`config.mk`:
```
export PLATFORM = sky130hd
export DESIGN_NAME = gdio_port
export DESIGN_NICKNAME = d
export VERILOG_FILES = /design/src/hw/gdio_pkg.sv /design/src/hw/gdio_pin.sv /design/src/hw/gdio_port.sv
export SDC_FILE = /design/constraint.sdc
export NUM_CORES = 1
export LEC_CHECK = 0
export ABC_AREA = 1
export BUFFER_PORTS_ARGS = -buffer_cell sky130_fd_sc_hd__buf_2
export CAP_MARGIN = 15
export CORE_MARGIN = 2
export CORE_UTILIZATION = 54
export CTS_CLUSTER_SIZE = 30
export DETAILED_ROUTE_END_ITERATION = 10
export GPL_TIMING_DRIVEN = 0
export PLACE_DENSITY = 0.79
export SETUP_SLACK_MARGIN = 0.05
export SLEW_MARGIN = 40
export SYNTH_ARGS = -nofsm -noshare
export SYNTH_HDL_FRONTEND = slang
export SYNTH_SLANG_ARGS = --single-unit
export TNS_END_PERCENT = 1
```
`constraint.sdc`:
```
create_clock -name clock -period 2.45 [get_ports clock]
set_input_delay 0.49 -clock clock [delete_from_list [all_inputs] [get_ports clock]]
set_output_delay 0.49 -clock clock [all_outputs]
set_load 0.05 [all_outputs]
```
`src/hw/gdio_pkg.sv`:
```
// package for the general digital io port: widths, offsets, reset values
package gdio_pkg;
    // ------------------------------------------------------------
    // geometry
    // ------------------------------------------------------------
    localparam int GDIO_PORTS = 4;
    localparam int GDIO_PINS = 8;
    localparam int GDIO_ADDR_W = 4;
    localparam int GDIO_DATA_W = 8;

    // ------------------------------------------------------------
    // register map: three locations per port, then the control reg
    // ------------------------------------------------------------
    localparam logic [3:0] GDIO_OFS_INPUT = 4'h0;
    localparam logic [3:0] GDIO_OFS_DIR = 4'h1;
    localparam logic [3:0] GDIO_OFS_OUT = 4'h2;
    localparam logic [3:0] GDIO_LOC_PER_PORT = 4'h3;
    localparam logic [3:0] GDIO_ADDR_CTRL = 4'hc;
    localparam int GDIO_CTRL_PUD_BIT = 4;

    // ------------------------------------------------------------
    // reset values
    // ------------------------------------------------------------
    localparam logic [7:0] GDIO_RST_DIR = 8'h00;
    localparam logic [7:0] GDIO_RST_OUT = 8'h00;
    localparam logic [7:0] GDIO_RST_SYNC = 8'h00;
    localparam logic [7:0] GDIO_READ_ZERO = 8'h00;

    // ------------------------------------------------------------
    // pin mode
    // ------------------------------------------------------------
    typedef enum logic [3:0] {
        GDIO_MODE_HIZ = 4'h1,
        GDIO_MODE_PULLUP = 4'h2,
        GDIO_MODE_OUT_LOW = 4'h4,
        GDIO_MODE_OUT_HIGH = 4'h8
    } gdio_mode_t;
endpackage : gdio_pkg

```
`src/hw/gdio_pin.sv`:
```
// one pin slice: sleep clamp, input synchroniser and pin drive
module gdio_pin
    import gdio_pkg::*;
(
    input wire logic clock,
    input wire logic srst,
    input wire logic pin_in,
    input wire logic sleep_clamp,
    input wire logic ext_irq_enable,
    input wire logic pin_direction_bit,
    input wire logic pin_output_value_bit,
    input wire logic global_pullup_disable,
    output logic pin_input_sample_bit,
    output logic pin_out,
    output logic pin_oe_n,
    output logic pin_pullup
);
    logic clamped;
    logic sync_latch;
    gdio_mode_t next_mode;

    // ------------------------------------------------------------
    // sleep clamp ahead of the input stage
    // ------------------------------------------------------------
    // an enabled external interrupt keeps its pin live in sleep
    assign clamped = pin_in & ~(sleep_clamp & ~ext_irq_enable);

    // ------------------------------------------------------------
    // synchroniser
    // ------------------------------------------------------------
    // the half-period latch is modelled as a negedge flop, the
    // sample bit loads it on the next rising edge only
    always_ff @(negedge clock) begin
        sync_latch <= clamped;
    end

    always_ff @(posedge clock) begin
        if (srst) begin
            pin_input_sample_bit <= 1'b0;
        end else begin
            pin_input_sample_bit <= sync_latch;
        end
    end

    // ------------------------------------------------------------
    // drive decode
    // ------------------------------------------------------------
    always_comb begin
        case ({pin_direction_bit, pin_output_value_bit})
            2'b00: next_mode = GDIO_MODE_HIZ;
            2'b01: next_mode = global_pullup_disable ? GDIO_MODE_HIZ : GDIO_MODE_PULLUP;
            2'b10: next_mode = GDIO_MODE_OUT_LOW;
            2'b11: next_mode = GDIO_MODE_OUT_HIGH;
            default: next_mode = GDIO_MODE_HIZ;
        endcase
    end

    // outputs are flopped: one cycle after the register bits change
    always_ff @(posedge clock) begin
        if (srst) begin
            pin_oe_n <= 1'b1;
            pin_out <= 1'b0;
            pin_pullup <= 1'b0;
        end else begin
            case (next_mode)
                GDIO_MODE_PULLUP: begin
                    pin_oe_n <= 1'b1;
                    pin_out <= 1'b0;
                    pin_pullup <= 1'b1;
                end
                GDIO_MODE_OUT_LOW: begin
                    pin_oe_n <= 1'b0;
                    pin_out <= 1'b0;
                    pin_pullup <= 1'b0;
                end
                GDIO_MODE_OUT_HIGH: begin
                    pin_oe_n <= 1'b0;
                    pin_out <= 1'b1;
                    pin_pullup <= 1'b0;
                end
                default: begin
                    pin_oe_n <= 1'b1;
                    pin_out <= 1'b0;
                    pin_pullup <= 1'b0;
                end
            endcase
        end
    end
endmodule : gdio_pin

```
`src/hw/gdio_port.sv`:
```
// general digital io block: four 8-bit ports behind a plain register port
module gdio_port
    import gdio_pkg::*;
(
    input wire logic clock,
    input wire logic srst,
    input wire logic [gdio_pkg::GDIO_ADDR_W-1:0] reg_addr,
    input wire logic [gdio_pkg::GDIO_DATA_W-1:0] reg_wdata,
    input wire logic reg_write,
    input wire logic reg_read,
    output logic [gdio_pkg::GDIO_DATA_W-1:0] reg_rdata,
    input wire logic sleep_clamp,
    input wire logic [gdio_pkg::GDIO_PORTS*gdio_pkg::GDIO_PINS-1:0] ext_irq_enable,
    input wire logic [gdio_pkg::GDIO_PORTS*gdio_pkg::GDIO_PINS-1:0] pin_in,
    output logic [gdio_pkg::GDIO_PORTS*gdio_pkg::GDIO_PINS-1:0] pin_out,
    output logic [gdio_pkg::GDIO_PORTS*gdio_pkg::GDIO_PINS-1:0] pin_oe_n,
    output logic [gdio_pkg::GDIO_PORTS*gdio_pkg::GDIO_PINS-1:0] pin_pullup,
    output logic global_pullup_disable
);
    import gdio_pkg::*;

    // ------------------------------------------------------------
    // storage
    // ------------------------------------------------------------
    logic [GDIO_DATA_W-1:0] port_direction_reg [GDIO_PORTS];
    logic [GDIO_DATA_W-1:0] port_output_value_reg [GDIO_PORTS];
    logic [GDIO_DATA_W-1:0] port_input_sample_reg [GDIO_PORTS];
    logic [GDIO_PORTS-1:0] wr_direction_strobe;
    logic [GDIO_PORTS-1:0] wr_output_strobe;
    logic [GDIO_PORTS-1:0] wr_input_toggle_strobe;
    logic [GDIO_PORTS-1:0] rd_direction_strobe;
    logic [GDIO_PORTS-1:0] rd_output_strobe;
    logic [GDIO_PORTS-1:0] rd_pin_strobe;
    logic wr_ctrl;
    logic rd_ctrl;
    logic [GDIO_DATA_W-1:0] next_rdata;

    assign wr_ctrl = reg_write && (reg_addr == GDIO_ADDR_CTRL);
    assign rd_ctrl = reg_read && (reg_addr == GDIO_ADDR_CTRL);

    // ------------------------------------------------------------
    // per-port strobes, registers and pins
    // ------------------------------------------------------------
    genvar p;
    genvar n;
    generate
        for (p = 0; p < GDIO_PORTS; p++) begin : g_port
            localparam logic [3:0] BASE = 4'(p) * GDIO_LOC_PER_PORT;

            // one strobe set per port, shared by its pins
            assign wr_input_toggle_strobe[p] = reg_write && (reg_addr == BASE + GDIO_OFS_INPUT);
            assign wr_direction_strobe[p] = reg_write && (reg_addr == BASE + GDIO_OFS_DIR);
            assign wr_output_strobe[p] = reg_write && (reg_addr == BASE + GDIO_OFS_OUT);
            assign rd_pin_strobe[p] = reg_read && (reg_addr == BASE + GDIO_OFS_INPUT);
            assign rd_direction_strobe[p] = reg_read && (reg_addr == BASE + GDIO_OFS_DIR);
            assign rd_output_strobe[p] = reg_read && (reg_addr == BASE + GDIO_OFS_OUT);

            always_ff @(posedge clock) begin
                if (srst) begin
                    port_direction_reg[p] <= GDIO_RST_DIR;
                end else if (wr_direction_strobe[p]) begin
                    port_direction_reg[p] <= reg_wdata;
                end
            end

            // toggle through the input location does not depend on direction
            always_ff @(posedge clock) begin
                if (srst) begin
                    port_output_value_reg[p] <= GDIO_RST_OUT;
                end else if (wr_output_strobe[p]) begin
                    port_output_value_reg[p] <= reg_wdata;
                end else if (wr_input_toggle_strobe[p]) begin
                    port_output_value_reg[p] <= port_output_value_reg[p] ^ reg_wdata;
                end
            end

            for (n = 0; n < GDIO_PINS; n++) begin : g_pin
                gdio_pin u_pin (
                    .clock(clock),
                    .srst(srst),
                    .pin_in(pin_in[p*GDIO_PINS+n]),
                    .sleep_clamp(sleep_clamp),
                    .ext_irq_enable(ext_irq_enable[p*GDIO_PINS+n]),
                    .pin_direction_bit(port_direction_reg[p][n]),
                    .pin_output_value_bit(port_output_value_reg[p][n]),
                    .global_pullup_disable(global_pullup_disable),
                    .pin_input_sample_bit(port_input_sample_reg[p][n]),
                    .pin_out(pin_out[p*GDIO_PINS+n]),
                    .pin_oe_n(pin_oe_n[p*GDIO_PINS+n]),
                    .pin_pullup(pin_pullup[p*GDIO_PINS+n])
                );
            end
        end
    endgenerate

    // ------------------------------------------------------------
    // control register
    // ------------------------------------------------------------
    always_ff @(posedge clock) begin
        if (srst) begin
            global_pullup_disable <= 1'b0;
        end else if (wr_ctrl) begin
            global_pullup_disable <= reg_wdata[GDIO_CTRL_PUD_BIT];
        end
    end

    // ------------------------------------------------------------
    // read mux; input location has no storage of its own to write
    // ------------------------------------------------------------
    always_comb begin
        next_rdata = GDIO_READ_ZERO;
        for (int i = 0; i < GDIO_PORTS; i++) begin
            if (rd_pin_strobe[i]) begin
                next_rdata = port_input_sample_reg[i];
            end
            if (rd_direction_strobe[i]) begin
                next_rdata = port_direction_reg[i];
            end
            if (rd_output_strobe[i]) begin
                next_rdata = port_output_value_reg[i];
            end
        end
        if (rd_ctrl) begin
            next_rdata[GDIO_CTRL_PUD_BIT] = global_pullup_disable;
        end
    end

    // unmapped or idle reads return zero
    always_ff @(posedge clock) begin
        if (srst) begin
            reg_rdata <= GDIO_READ_ZERO;
        end else begin
            reg_rdata <= next_rdata;
        end
    end
endmodule : gdio_port

```
==> impl_metrics.ini, run 1 <==
[clock_tree]
clock_path_buffers = 3
cts-root-buf = clkbuf_16
tritoncts = yes
h-tree-depth = 1
numCtsBuffers = 23
post_cts_resized = 0
insertion_delay_ns = 0.57
cts_setup_buffers = 0
clk_pin_slew_ns = 0.06
cts_hold_buf = 0
cts.sinks = 233

[sta]
worstMarginPinSlew_ns = 0.8323
grt_setup_unrepaired = no
hold_viol = 0
worst_slack_ns = 0.3532
fin_crit_ns = 2.097
relSlewSlack = 0.4414
drv_slew = 0
finalCritPeriodShare = 0.8558
fmax_mhz = 476.9
tns_ns = 0
setup_viol = 0
fin_worst_skew_ns = 0.06104

[die]
row_count = 47
die_x_um = 133.4
core_um2 = 16470
chipHeight_um = 133.4
io_pins = 186
die_area_um2 = 17810
start_util = 0.5495

[routing]
vias = 7311
via_per_inst = 5.004
wl_per_cell_um = 16.15
ant_nets = 0
wl_um = 23590
dr.pass1.iters = 5
drt_iter0_drc = 635
wl_met2_um = 11020
wl_met1_um = 9365
drc = 0
route.met3.wl_um = 2460
top_layer = met5

[pwr]
swShare = 0.2549
p_int_mw = 6.687
p_per_area_nw_per_um2 = 802.7
leakage_nw = 5.368
ir_worst_vdd_uv = 570.7
clkPwrFrac = 0.433
pwr-share-comb = 0.094
switching_power_mw = 2.287
power_frac_seq = 0.473

[critical_path]
worstPathRequired_ns = 2.56
regToRegEndpoint = g_port[0].g_pin[4].u_pin.pin_input_sample_bit
r2r_slack_ns = 0.65
crit_path_end_kind = flop
arrival_ns = 2.21
crit_type = in2reg
start_kind = input pin
critical-path-slowest-cell = clkbuf_1
cpMostUsedCell = clkbuf_1
cp_max_fo = 10
critPathMaxStageDelay_ns = 0.53
path_cells = buf_2, inv_1, clkbuf_1, clkbuf_1, nand3_1
worst-r2r-cell-count = 2
worst_r2r_startpoint = g_port[0].g_pin[4].u_pin.sync_latch

[min_path]
min_path_type = in2reg
hold_end = g_port[3].g_pin[5].u_pin.pin_input_sample_bit
worstHoldStart = srst
hold_depth = 2

[yosys]
synth-seq-cells = 233
synth_common_cells = dfxtp_1, inv_1, nor2_1
synth.distinct_cells = 29
synth_top_cell_by_area = dfxtp_1
ys_warn_count = 0
yosysMostFrequentCell = dfxtp_1
synth_edf_count = 64
syn-cell-area_um2 = 9047
yosys.area.top_type_share = 0.3739
synth_ff_type = dfxtp_1
synth_area_leaders = dfxtp_1, edfxtp_1, buf_4
ys_seq_area_frac = 0.5864
synth_cells = 984
async_flop_share = 0
synth_fp_nets = 1065
avgSynthCellArea_um2 = 9.195

[grt]
grt_max_degree = 15
track_usage = 0.2613
grt_pass1_vias = 6617
grt-ovfl-total = 0
grt_pass1_wl_um = 35710
antenna_found_initial = 1

[placement]
place_ws_ns = -0.1876
routabilityCongestion = 0.9530
io_buffers = 183
dpl.hpwl_um = 17220

[cells_and_area]
nets = 1306
synthToLayoutAreaGrowth_pct = 23.57
num_antenna_cells = 0
drive_gt1_frac = 0.2820

[run]
maxCapViolCount = 0

[status]
outcome = complete, no violations
[worst max-delay path by stage]
stage | startpoint | end | slack [ns] | cells past startpoint
2_1_floorplan | sleep_clamp | g_port[0].g_pin[0].u_pin.sync_latch | 0.31 | 2
3_3_place_gp | reg_write | port_output_value_reg[2][0] | -0.16 | 7
3_5_place_dp | reg_write | port_output_value_reg[2][0] | -0.19 | 7
4_1_cts | reg_write | port_output_value_reg[2][3] | 0.33 | 7
5_1_grt | srst | port_output_value_reg[0][5] | 0.26 | 5
6_report | srst | port_output_value_reg[0][5] | 0.35 | 5
[final cells by class]
cell class	count	area (um^2)
well taps	220	275.3
inverters	144	540.5
fillers	1317	5286
repair buffers	185	925.9
flip-flops and latches	233	5305
clock buffers	33	716.9
plain buffers	117	812.0
multi-input cells	489	2394
clock inverters	40	210.2
[cells in the final DEF (no fill, tap or decap), types with 4 or more instances in the layout]
cell type	Yosys	final
buf_2	3	188
inv_1	138	169
dfxtp_1	169	169
nor2_1	134	134
nand2_1	130	130
buf_4	98	98
edfxtp_1	64	64
nor3_1	34	34
a21boi_0	32	32
clkbuf_16	0	26
nand4_1	25	25
nand3_1	23	23
o21ai_0	25	22
clkbuf_1	16	18
a21oi_1	18	18
xnor2_1	13	13
o22ai_1	13	13
a31oi_1	11	10
nor2_2	9	9
inv_2	6	6
nor2_4	6	6
a22oi_1	6	6
o21ai_1	1	4
clkbuf_8	0	4
[logic make-up (layout without fill, tap and decap cells)]
group | after synthesis | in the layout | share of synthesized area
AO/OA/AOI/OAI | 109 | 109 | 0.07496
flip-flops | 233 | 233 | 0.5864
buffers and inverters | 262 | 519 | 0.1498
XOR/XNOR | 13 | 13 | 0.01258
AND/OR/NAND/NOR | 367 | 367 | 0.1763
[through the flow]
| stage | cells | instance area, um^2 | total power, mW | hold slack, ns | utilization |
|---|---|---|---|---|---|
| 6_report | 1461 | 11180 | 8.974 | 0.3236 | 0.6790 |
| 5_1_grt | 1461 | 11180 | 9.268 | 0.3224 | 0.6790 |
| 2_1_floorplan | 984 | 9047 | 4.956 | 0.4325 | - |
| 4_1_cts | 1459 | 11160 | 9.011 | 0.3066 | 0.6779 |
| 3_3_place_gp | 1387 | 10240 | 5.222 | 0.4482 | 0.6218 |
| 3_5_place_dp | 1387 | 10240 | 5.239 | 0.4643 | 0.6218 |
[layer usage]
metal / vias to the layer above / GRT usage
met2: 441 / 0.4336
met1: 3284 / 0.3483
met3: 59 / 0.04833
met5: - / 0
met4: 2 / 0.08511
li1: 3525 / -
[critical path, delay by kind of cell]
family	cells	cell delay (ns)
AND/OR/NAND/NOR	1	0.49
buffers and inverters	4	1.22
[power groups by stage]
stage / Sequential [mW] / Clock (mW) / Combinational [mW]
floorplan: 4.31 / 0.0823 / 0.563
global placement: 4.31 / 0.0823 / 0.827
detailed placement: 4.32 / 0.0823 / 0.837
CTS: 4.24 / 3.93 / 0.843
global route: 4.26 / 4.10 / 0.907
finish: 4.24 / 3.88 / 0.847
(Power assumes the default switching activity.)
==> inputs of run 2 (changes only) <==
- CORE_ASPECT_RATIO: not set -> 2
- GPL_TIMING_DRIVEN: 0 -> 1
==> impl_metrics.ini, run 2 (synthesis results as in run 1) <==
[critical_path]
cp.depth = 2
arrival_ns = 1.06
regToRegEndpoint = g_port[3].g_pin[1].u_pin.pin_input_sample_bit
cp-endpoint = g_port[1].g_pin[5].u_pin.sync_latch
worstPathRequired_ns = 1.63
path_cells = buf_2, a21boi_0
worst_r2r_startpoint = g_port[3].g_pin[1].u_pin.sync_latch
path_buf_inv = 1
crit_type = in2reg
worst-r2r-cell-count = 2
start_kind = input pin
critical-path-slowest-cell = buf_2
crit_path_end_kind = flop
r2r_slack_ns = 0.63
cp_max_fo = 32
critPathMaxStageDelay_ns = 0.37
crit_path_start = sleep_clamp
crit_family = buffers and inverters

[grt]
track_usage = 0.2677
grt_max_degree = 33
grt_pass1_vias = 6639
grt_pass1_wl_um = 36010
grt-ovfl-total = 0
antenna_found_initial = 0

[cells_and_area]
drive_gt1_frac = 0.2305
most-common-layout-cells = buf_2, inv_1, dfxtp_1
final_common_cell = buf_2
synthToLayoutAreaGrowth_pct = 15.32
nets = 1208
fillCellCount = 1405
num_antenna_cells = 0

[run]
maxCapViolCount = 0

[die]
start_util = 0.5451
core_um2 = 16600
io_pins = 186
row_count = 67
die_area_um2 = 17870
chipHeight_um = 187.1
die_x_um = 95.53

[sta]
fin_worst_skew_ns = 0.07830
hold_viol = 0
tns_ns = 0
setup_viol = 0
relSlewSlack = 0.4736
drv_slew = 0
worstMarginPinSlew_ns = 0.7861
grt_setup_unrepaired = no

[routing]
vias = 6924
drc = 0
wl_per_cell_um = 17.48
via_per_inst = 5.136
dr.pass1.iters = 5
ant_nets = 0
drt_iter0_drc = 363
wl_um = 23570

[clock_tree]
cts.sinks = 233
cts-root-buf = clkbuf_16
numCtsBuffers = 20
clock_path_buffers = 3
cts_hold_buf = 0
h-tree-depth = 1
cts_setup_buffers = 0
tritoncts = yes
post_cts_resized = 0
insertion_delay_ns = 0.58
clk_pin_slew_ns = 0.07

[min_path]
min_path_type = in2reg

[status]
outcome = complete, no violations

[pwr]
p_per_area_nw_per_um2 = 831.0
leakage_nw = 4.898
ir_worst_vdd_uv = 535.5
power.total_mw = 8.670

[placement]
dpl.hpwl_um = 17650
io_buffers = 185
routabilityCongestion = 0.9176
run 2: how the worst min path moves through the flow:
stage,startpoint,endpoint,cells past startpoint
after floorplan,port_direction_reg[3][6],g_port[3].g_pin[6].u_pin.pin_pullup,1
after global placement,port_direction_reg[3][3],g_port[3].g_pin[3].u_pin.pin_pullup,1
after detailed placement,port_direction_reg[3][7],g_port[3].g_pin[7].u_pin.pin_pullup,1
after CTS,srst,g_port[3].g_pin[3].u_pin.pin_input_sample_bit,2
after global routing,srst,g_port[3].g_pin[3].u_pin.pin_input_sample_bit,2
final,srst,g_port[3].g_pin[3].u_pin.pin_input_sample_bit,2
run 2: power by group:
group          internal, mW  switching (mW)
Sequential             4.15          0.0912
Clock                  2.11            1.54
Combinational         0.203           0.576
run 2: layout make-up:
| class | instances | area [um^2] | area share |
|---|---|---|---|
| Tap cell | 207 | 259.0 | 0.02482 |
| Sequential cell | 233 | 5305 | 0.5085 |
| Clock buffer | 28 | 635.6 | 0.06092 |
| Timing Repair Buffer | 207 | 1089 | 0.1043 |
| Inverter | 144 | 540.5 | 0.05180 |
| Multi-Input combinational cell | 489 | 2387 | 0.2288 |
| Clock inverter | 40 | 217.7 | 0.02087 |
run 2: metal layers:
| layer | track usage | vias up | wire length, um |
|---|---|---|---|
| met4 | 0.1714 | 0 | 1782 |
| met2 | 0.4615 | 359 | 11930 |
| met1 | 0.3050 | 3158 | 8303 |
| met5 | 0 | - | 0 |
| li1 | - | 3328 | - |
| met3 | 0.02780 | 79 | 1551 |
run 2: through the flow:
step                hold WS (ns)  cells  setup slack, ns  instance area, um^2  utilization
floorplan                 0.4325    984           0.3131                 9047            -
global placement          0.4573   1280          0.09337                 9579       0.5771
detailed placement        0.4560   1280          0.02321                 9579       0.5771
CTS                       0.3008   1347           0.5753                10430       0.6283
global route              0.3201   1348           0.4962                10430       0.6286
finish                    0.3155   1348           0.5710                10430       0.6286
==> inputs of run 3 (changes only) <==
- ABC_AREA: 1 -> 0
- CORE_UTILIZATION: 54 -> 55
- PLACE_DENSITY: 0.79 -> 0.8
- clock period: 2.45 -> 2 ns (I/O delays scaled with it)
==> impl_metrics.ini, run 3 <==
[sta]
finalCritPeriodShare = 0.8149
fin_crit_ns = 1.630
fin_worst_skew_ns = 0.07470
hold_viol = 0
setup_viol = 0
worstMarginPinSlew_ns = 0.5566
grt_setup_unrepaired = no
fmax_mhz = 613.6
drv_slew = 0
relSlewSlack = 0.6241

[yosys]
synth_top_cell_by_area = dfxtp_1
yosysMostFrequentCell = dfxtp_1
synthAdderAreaFrac = 0
async_flop_share = 0
ys_seq_area_frac = 0.5620
synth-seq-cells = 233
synth_area_leaders = dfxtp_1, edfxtp_1, buf_4
syn-cell-area_um2 = 9440
synth_fp_nets = 999
synth_compound_area_frac = 0.1188
ys_warn_count = 0
synth_top_family_by_area = simple AND/OR/NAND/NOR gates
synth_common_cells = dfxtp_1, buf_4, inv_1
synth_ff_type = dfxtp_1
synth.distinct_cells = 57
synthSimpleGateAreaFrac = 0.1561
yosys.area.top_type_share = 0.3584
synthMuxAreaShare = 0.02121
synth_edf_count = 64
synth-xor-area-share = 0.008350
avgSynthCellArea_um2 = 10.28
synth_cells = 918

[status]
outcome = complete, no violations

[placement]
io_buffers = 185
dpl.hpwl_um = 15870
routabilityCongestion = 0.9514
dpl_cell_area_um2 = 9923
dp_cells = 1197

[pwr]
pwr-share-comb = 0.102
clkPwrFrac = 0.393
p_int_mw = 7.576
p_per_area_nw_per_um2 = 958.7
ir_worst_vdd_uv = 689.0
switching_power_mw = 2.675
power.total_mw = 10.25
swShare = 0.2610
leakage_nw = 4.770
power_frac_seq = 0.505

[critical_path]
crit_family = flip-flops
worst_r2r_startpoint = g_port[0].g_pin[2].u_pin.sync_latch
cp_max_fo = 5
start_kind = flop
path_buf_inv = 1
critPathMaxStageDelay_ns = 0.44
crit_type = reg2out
arrival_ns = 1.23
worstPathRequired_ns = 1.60
path_cells = buf_2
r2r_slack_ns = 0.38
worst-r2r-cell-count = 1
critical-path-slowest-cell = dfxtp_1
regToRegEndpoint = g_port[0].g_pin[2].u_pin.pin_input_sample_bit
crit_path_end_kind = primary output

[routing]
via_per_inst = 5.320
drt_iter0_drc = 461
ant_nets = 0
drc = 0
dr.pass1.iters = 5
wl_um = 21430
wl_per_cell_um = 16.94
vias = 6730

[clock_tree]
cts.sinks = 233
insertion_delay_ns = 0.56
cts_hold_buf = 0
post_cts_resized = 0
clock_path_buffers = 3
tritoncts = yes
clk_pin_slew_ns = 0.07
cts_setup_buffers = 0
numCtsBuffers = 20
h-tree-depth = 1
cts-root-buf = clkbuf_16

[cells_and_area]
synthToLayoutAreaGrowth_pct = 13.28
final_common_cell = buf_2
most-common-layout-cells = buf_2, dfxtp_1, inv_1
stdcell_area_um2 = 10690
fillCellCount = 1416
fin_cells = 1265
nets = 1124
drive_gt1_frac = 0.2583

[die]
io_pins = 186
start_util = 0.5631
die_area_um2 = 18290
chipHeight_um = 189.3
die_x_um = 96.64
row_count = 67
core_um2 = 16770

[grt]
track_usage = 0.2292
grt_pass1_vias = 6473
antenna_found_initial = 1
grt_pass1_wl_um = 33620
grt_max_degree = 86
grt-ovfl-total = 0

[min_path]
hold_end = global_pullup_disable
hold_depth = 3
min_path_type = in2reg
worstHoldStart = reg_wdata[4]

[run]
maxCapViolCount = 0
[run 3: cell type report]
| type | count | area, um^2 | share of cell area |
|---|---|---|---|
| antenna | 1 | 2.502 | 0.0002340 |
| clock buffer | 24 | 556.8 | 0.05207 |
| clock inverter | 44 | 215.2 | 0.02012 |
| inverter | 70 | 262.8 | 0.02457 |
| multi-input combinational | 467 | 2874 | 0.2687 |
| sequential | 233 | 5305 | 0.4961 |
| tap | 207 | 259.0 | 0.02422 |
| timing repair buffer | 219 | 1219 | 0.1140 |
[run 3: cell families (layout without fill, tap and decap cells)]
kind of cell,count (synthesis),in the layout
xor+xnor,9,9
simple gates,274,274
other cells,0,1
mux,15,15
flops,233,233
buf+inv,218,357
compound gates,169,169
[run 3: worst max path at each step]
| stage | startpoint | endpoint | slack [ns] | depth (start not counted) |
|---|---|---|---|---|
| 4_1_cts | g_port[0].g_pin[2].u_pin.sync_latch | g_port[0].g_pin[2].u_pin.pin_input_sample_bit | 0.37 | 1 |
| 2_1_floorplan | reg_addr[1] | port_output_value_reg[2][0] | 0.16 | 5 |
| 6_report | global_pullup_disable | global_pullup_disable | 0.37 | 1 |
| 5_1_grt | port_output_value_reg[2][4] | reg_rdata[4] | 0.33 | 5 |
| 3_5_place_dp | sleep_clamp | g_port[2].g_pin[6].u_pin.sync_latch | -0.11 | 2 |
| 3_3_place_gp | sleep_clamp | g_port[0].g_pin[1].u_pin.sync_latch | -0.05 | 2 |
[run 3: through the flow]
step                        util  hold slack (ns)  setup TNS, ns  setup slack [ns]
after CTS                 0.6377           0.3716              0            0.3658
after detailed placement  0.5919           0.4774         -2.325           -0.1125
final                     0.6378           0.3775              0            0.3702
after floorplan                -           0.4367              0            0.1618
after global placement    0.5919           0.4808         -1.581          -0.05412
after global routing      0.6378           0.4003              0            0.3254
[run 3: routing by layer]
layer / GRT usage / part of all wire / up-vias
met5: 0 / 0 / -
met4: 0.1230 / 0.055 / 0
met3: 0.02916 / 0.059 / 61
met2: 0.4231 / 0.53 / 304
met1: 0.2524 / 0.36 / 3116
li1: - / - / 3249
[run 3: power by group through the flow]
stage	combinational, mW	clock, mW	sequential (mW)
2_1_floorplan	0.805	0.101	5.26
3_3_place_gp	1.03	0.101	5.27
3_5_place_dp	1.04	0.101	5.28
4_1_cts	1.05	4.09	5.18
5_1_grt	1.12	4.34	5.20
6_report	1.05	4.03	5.18
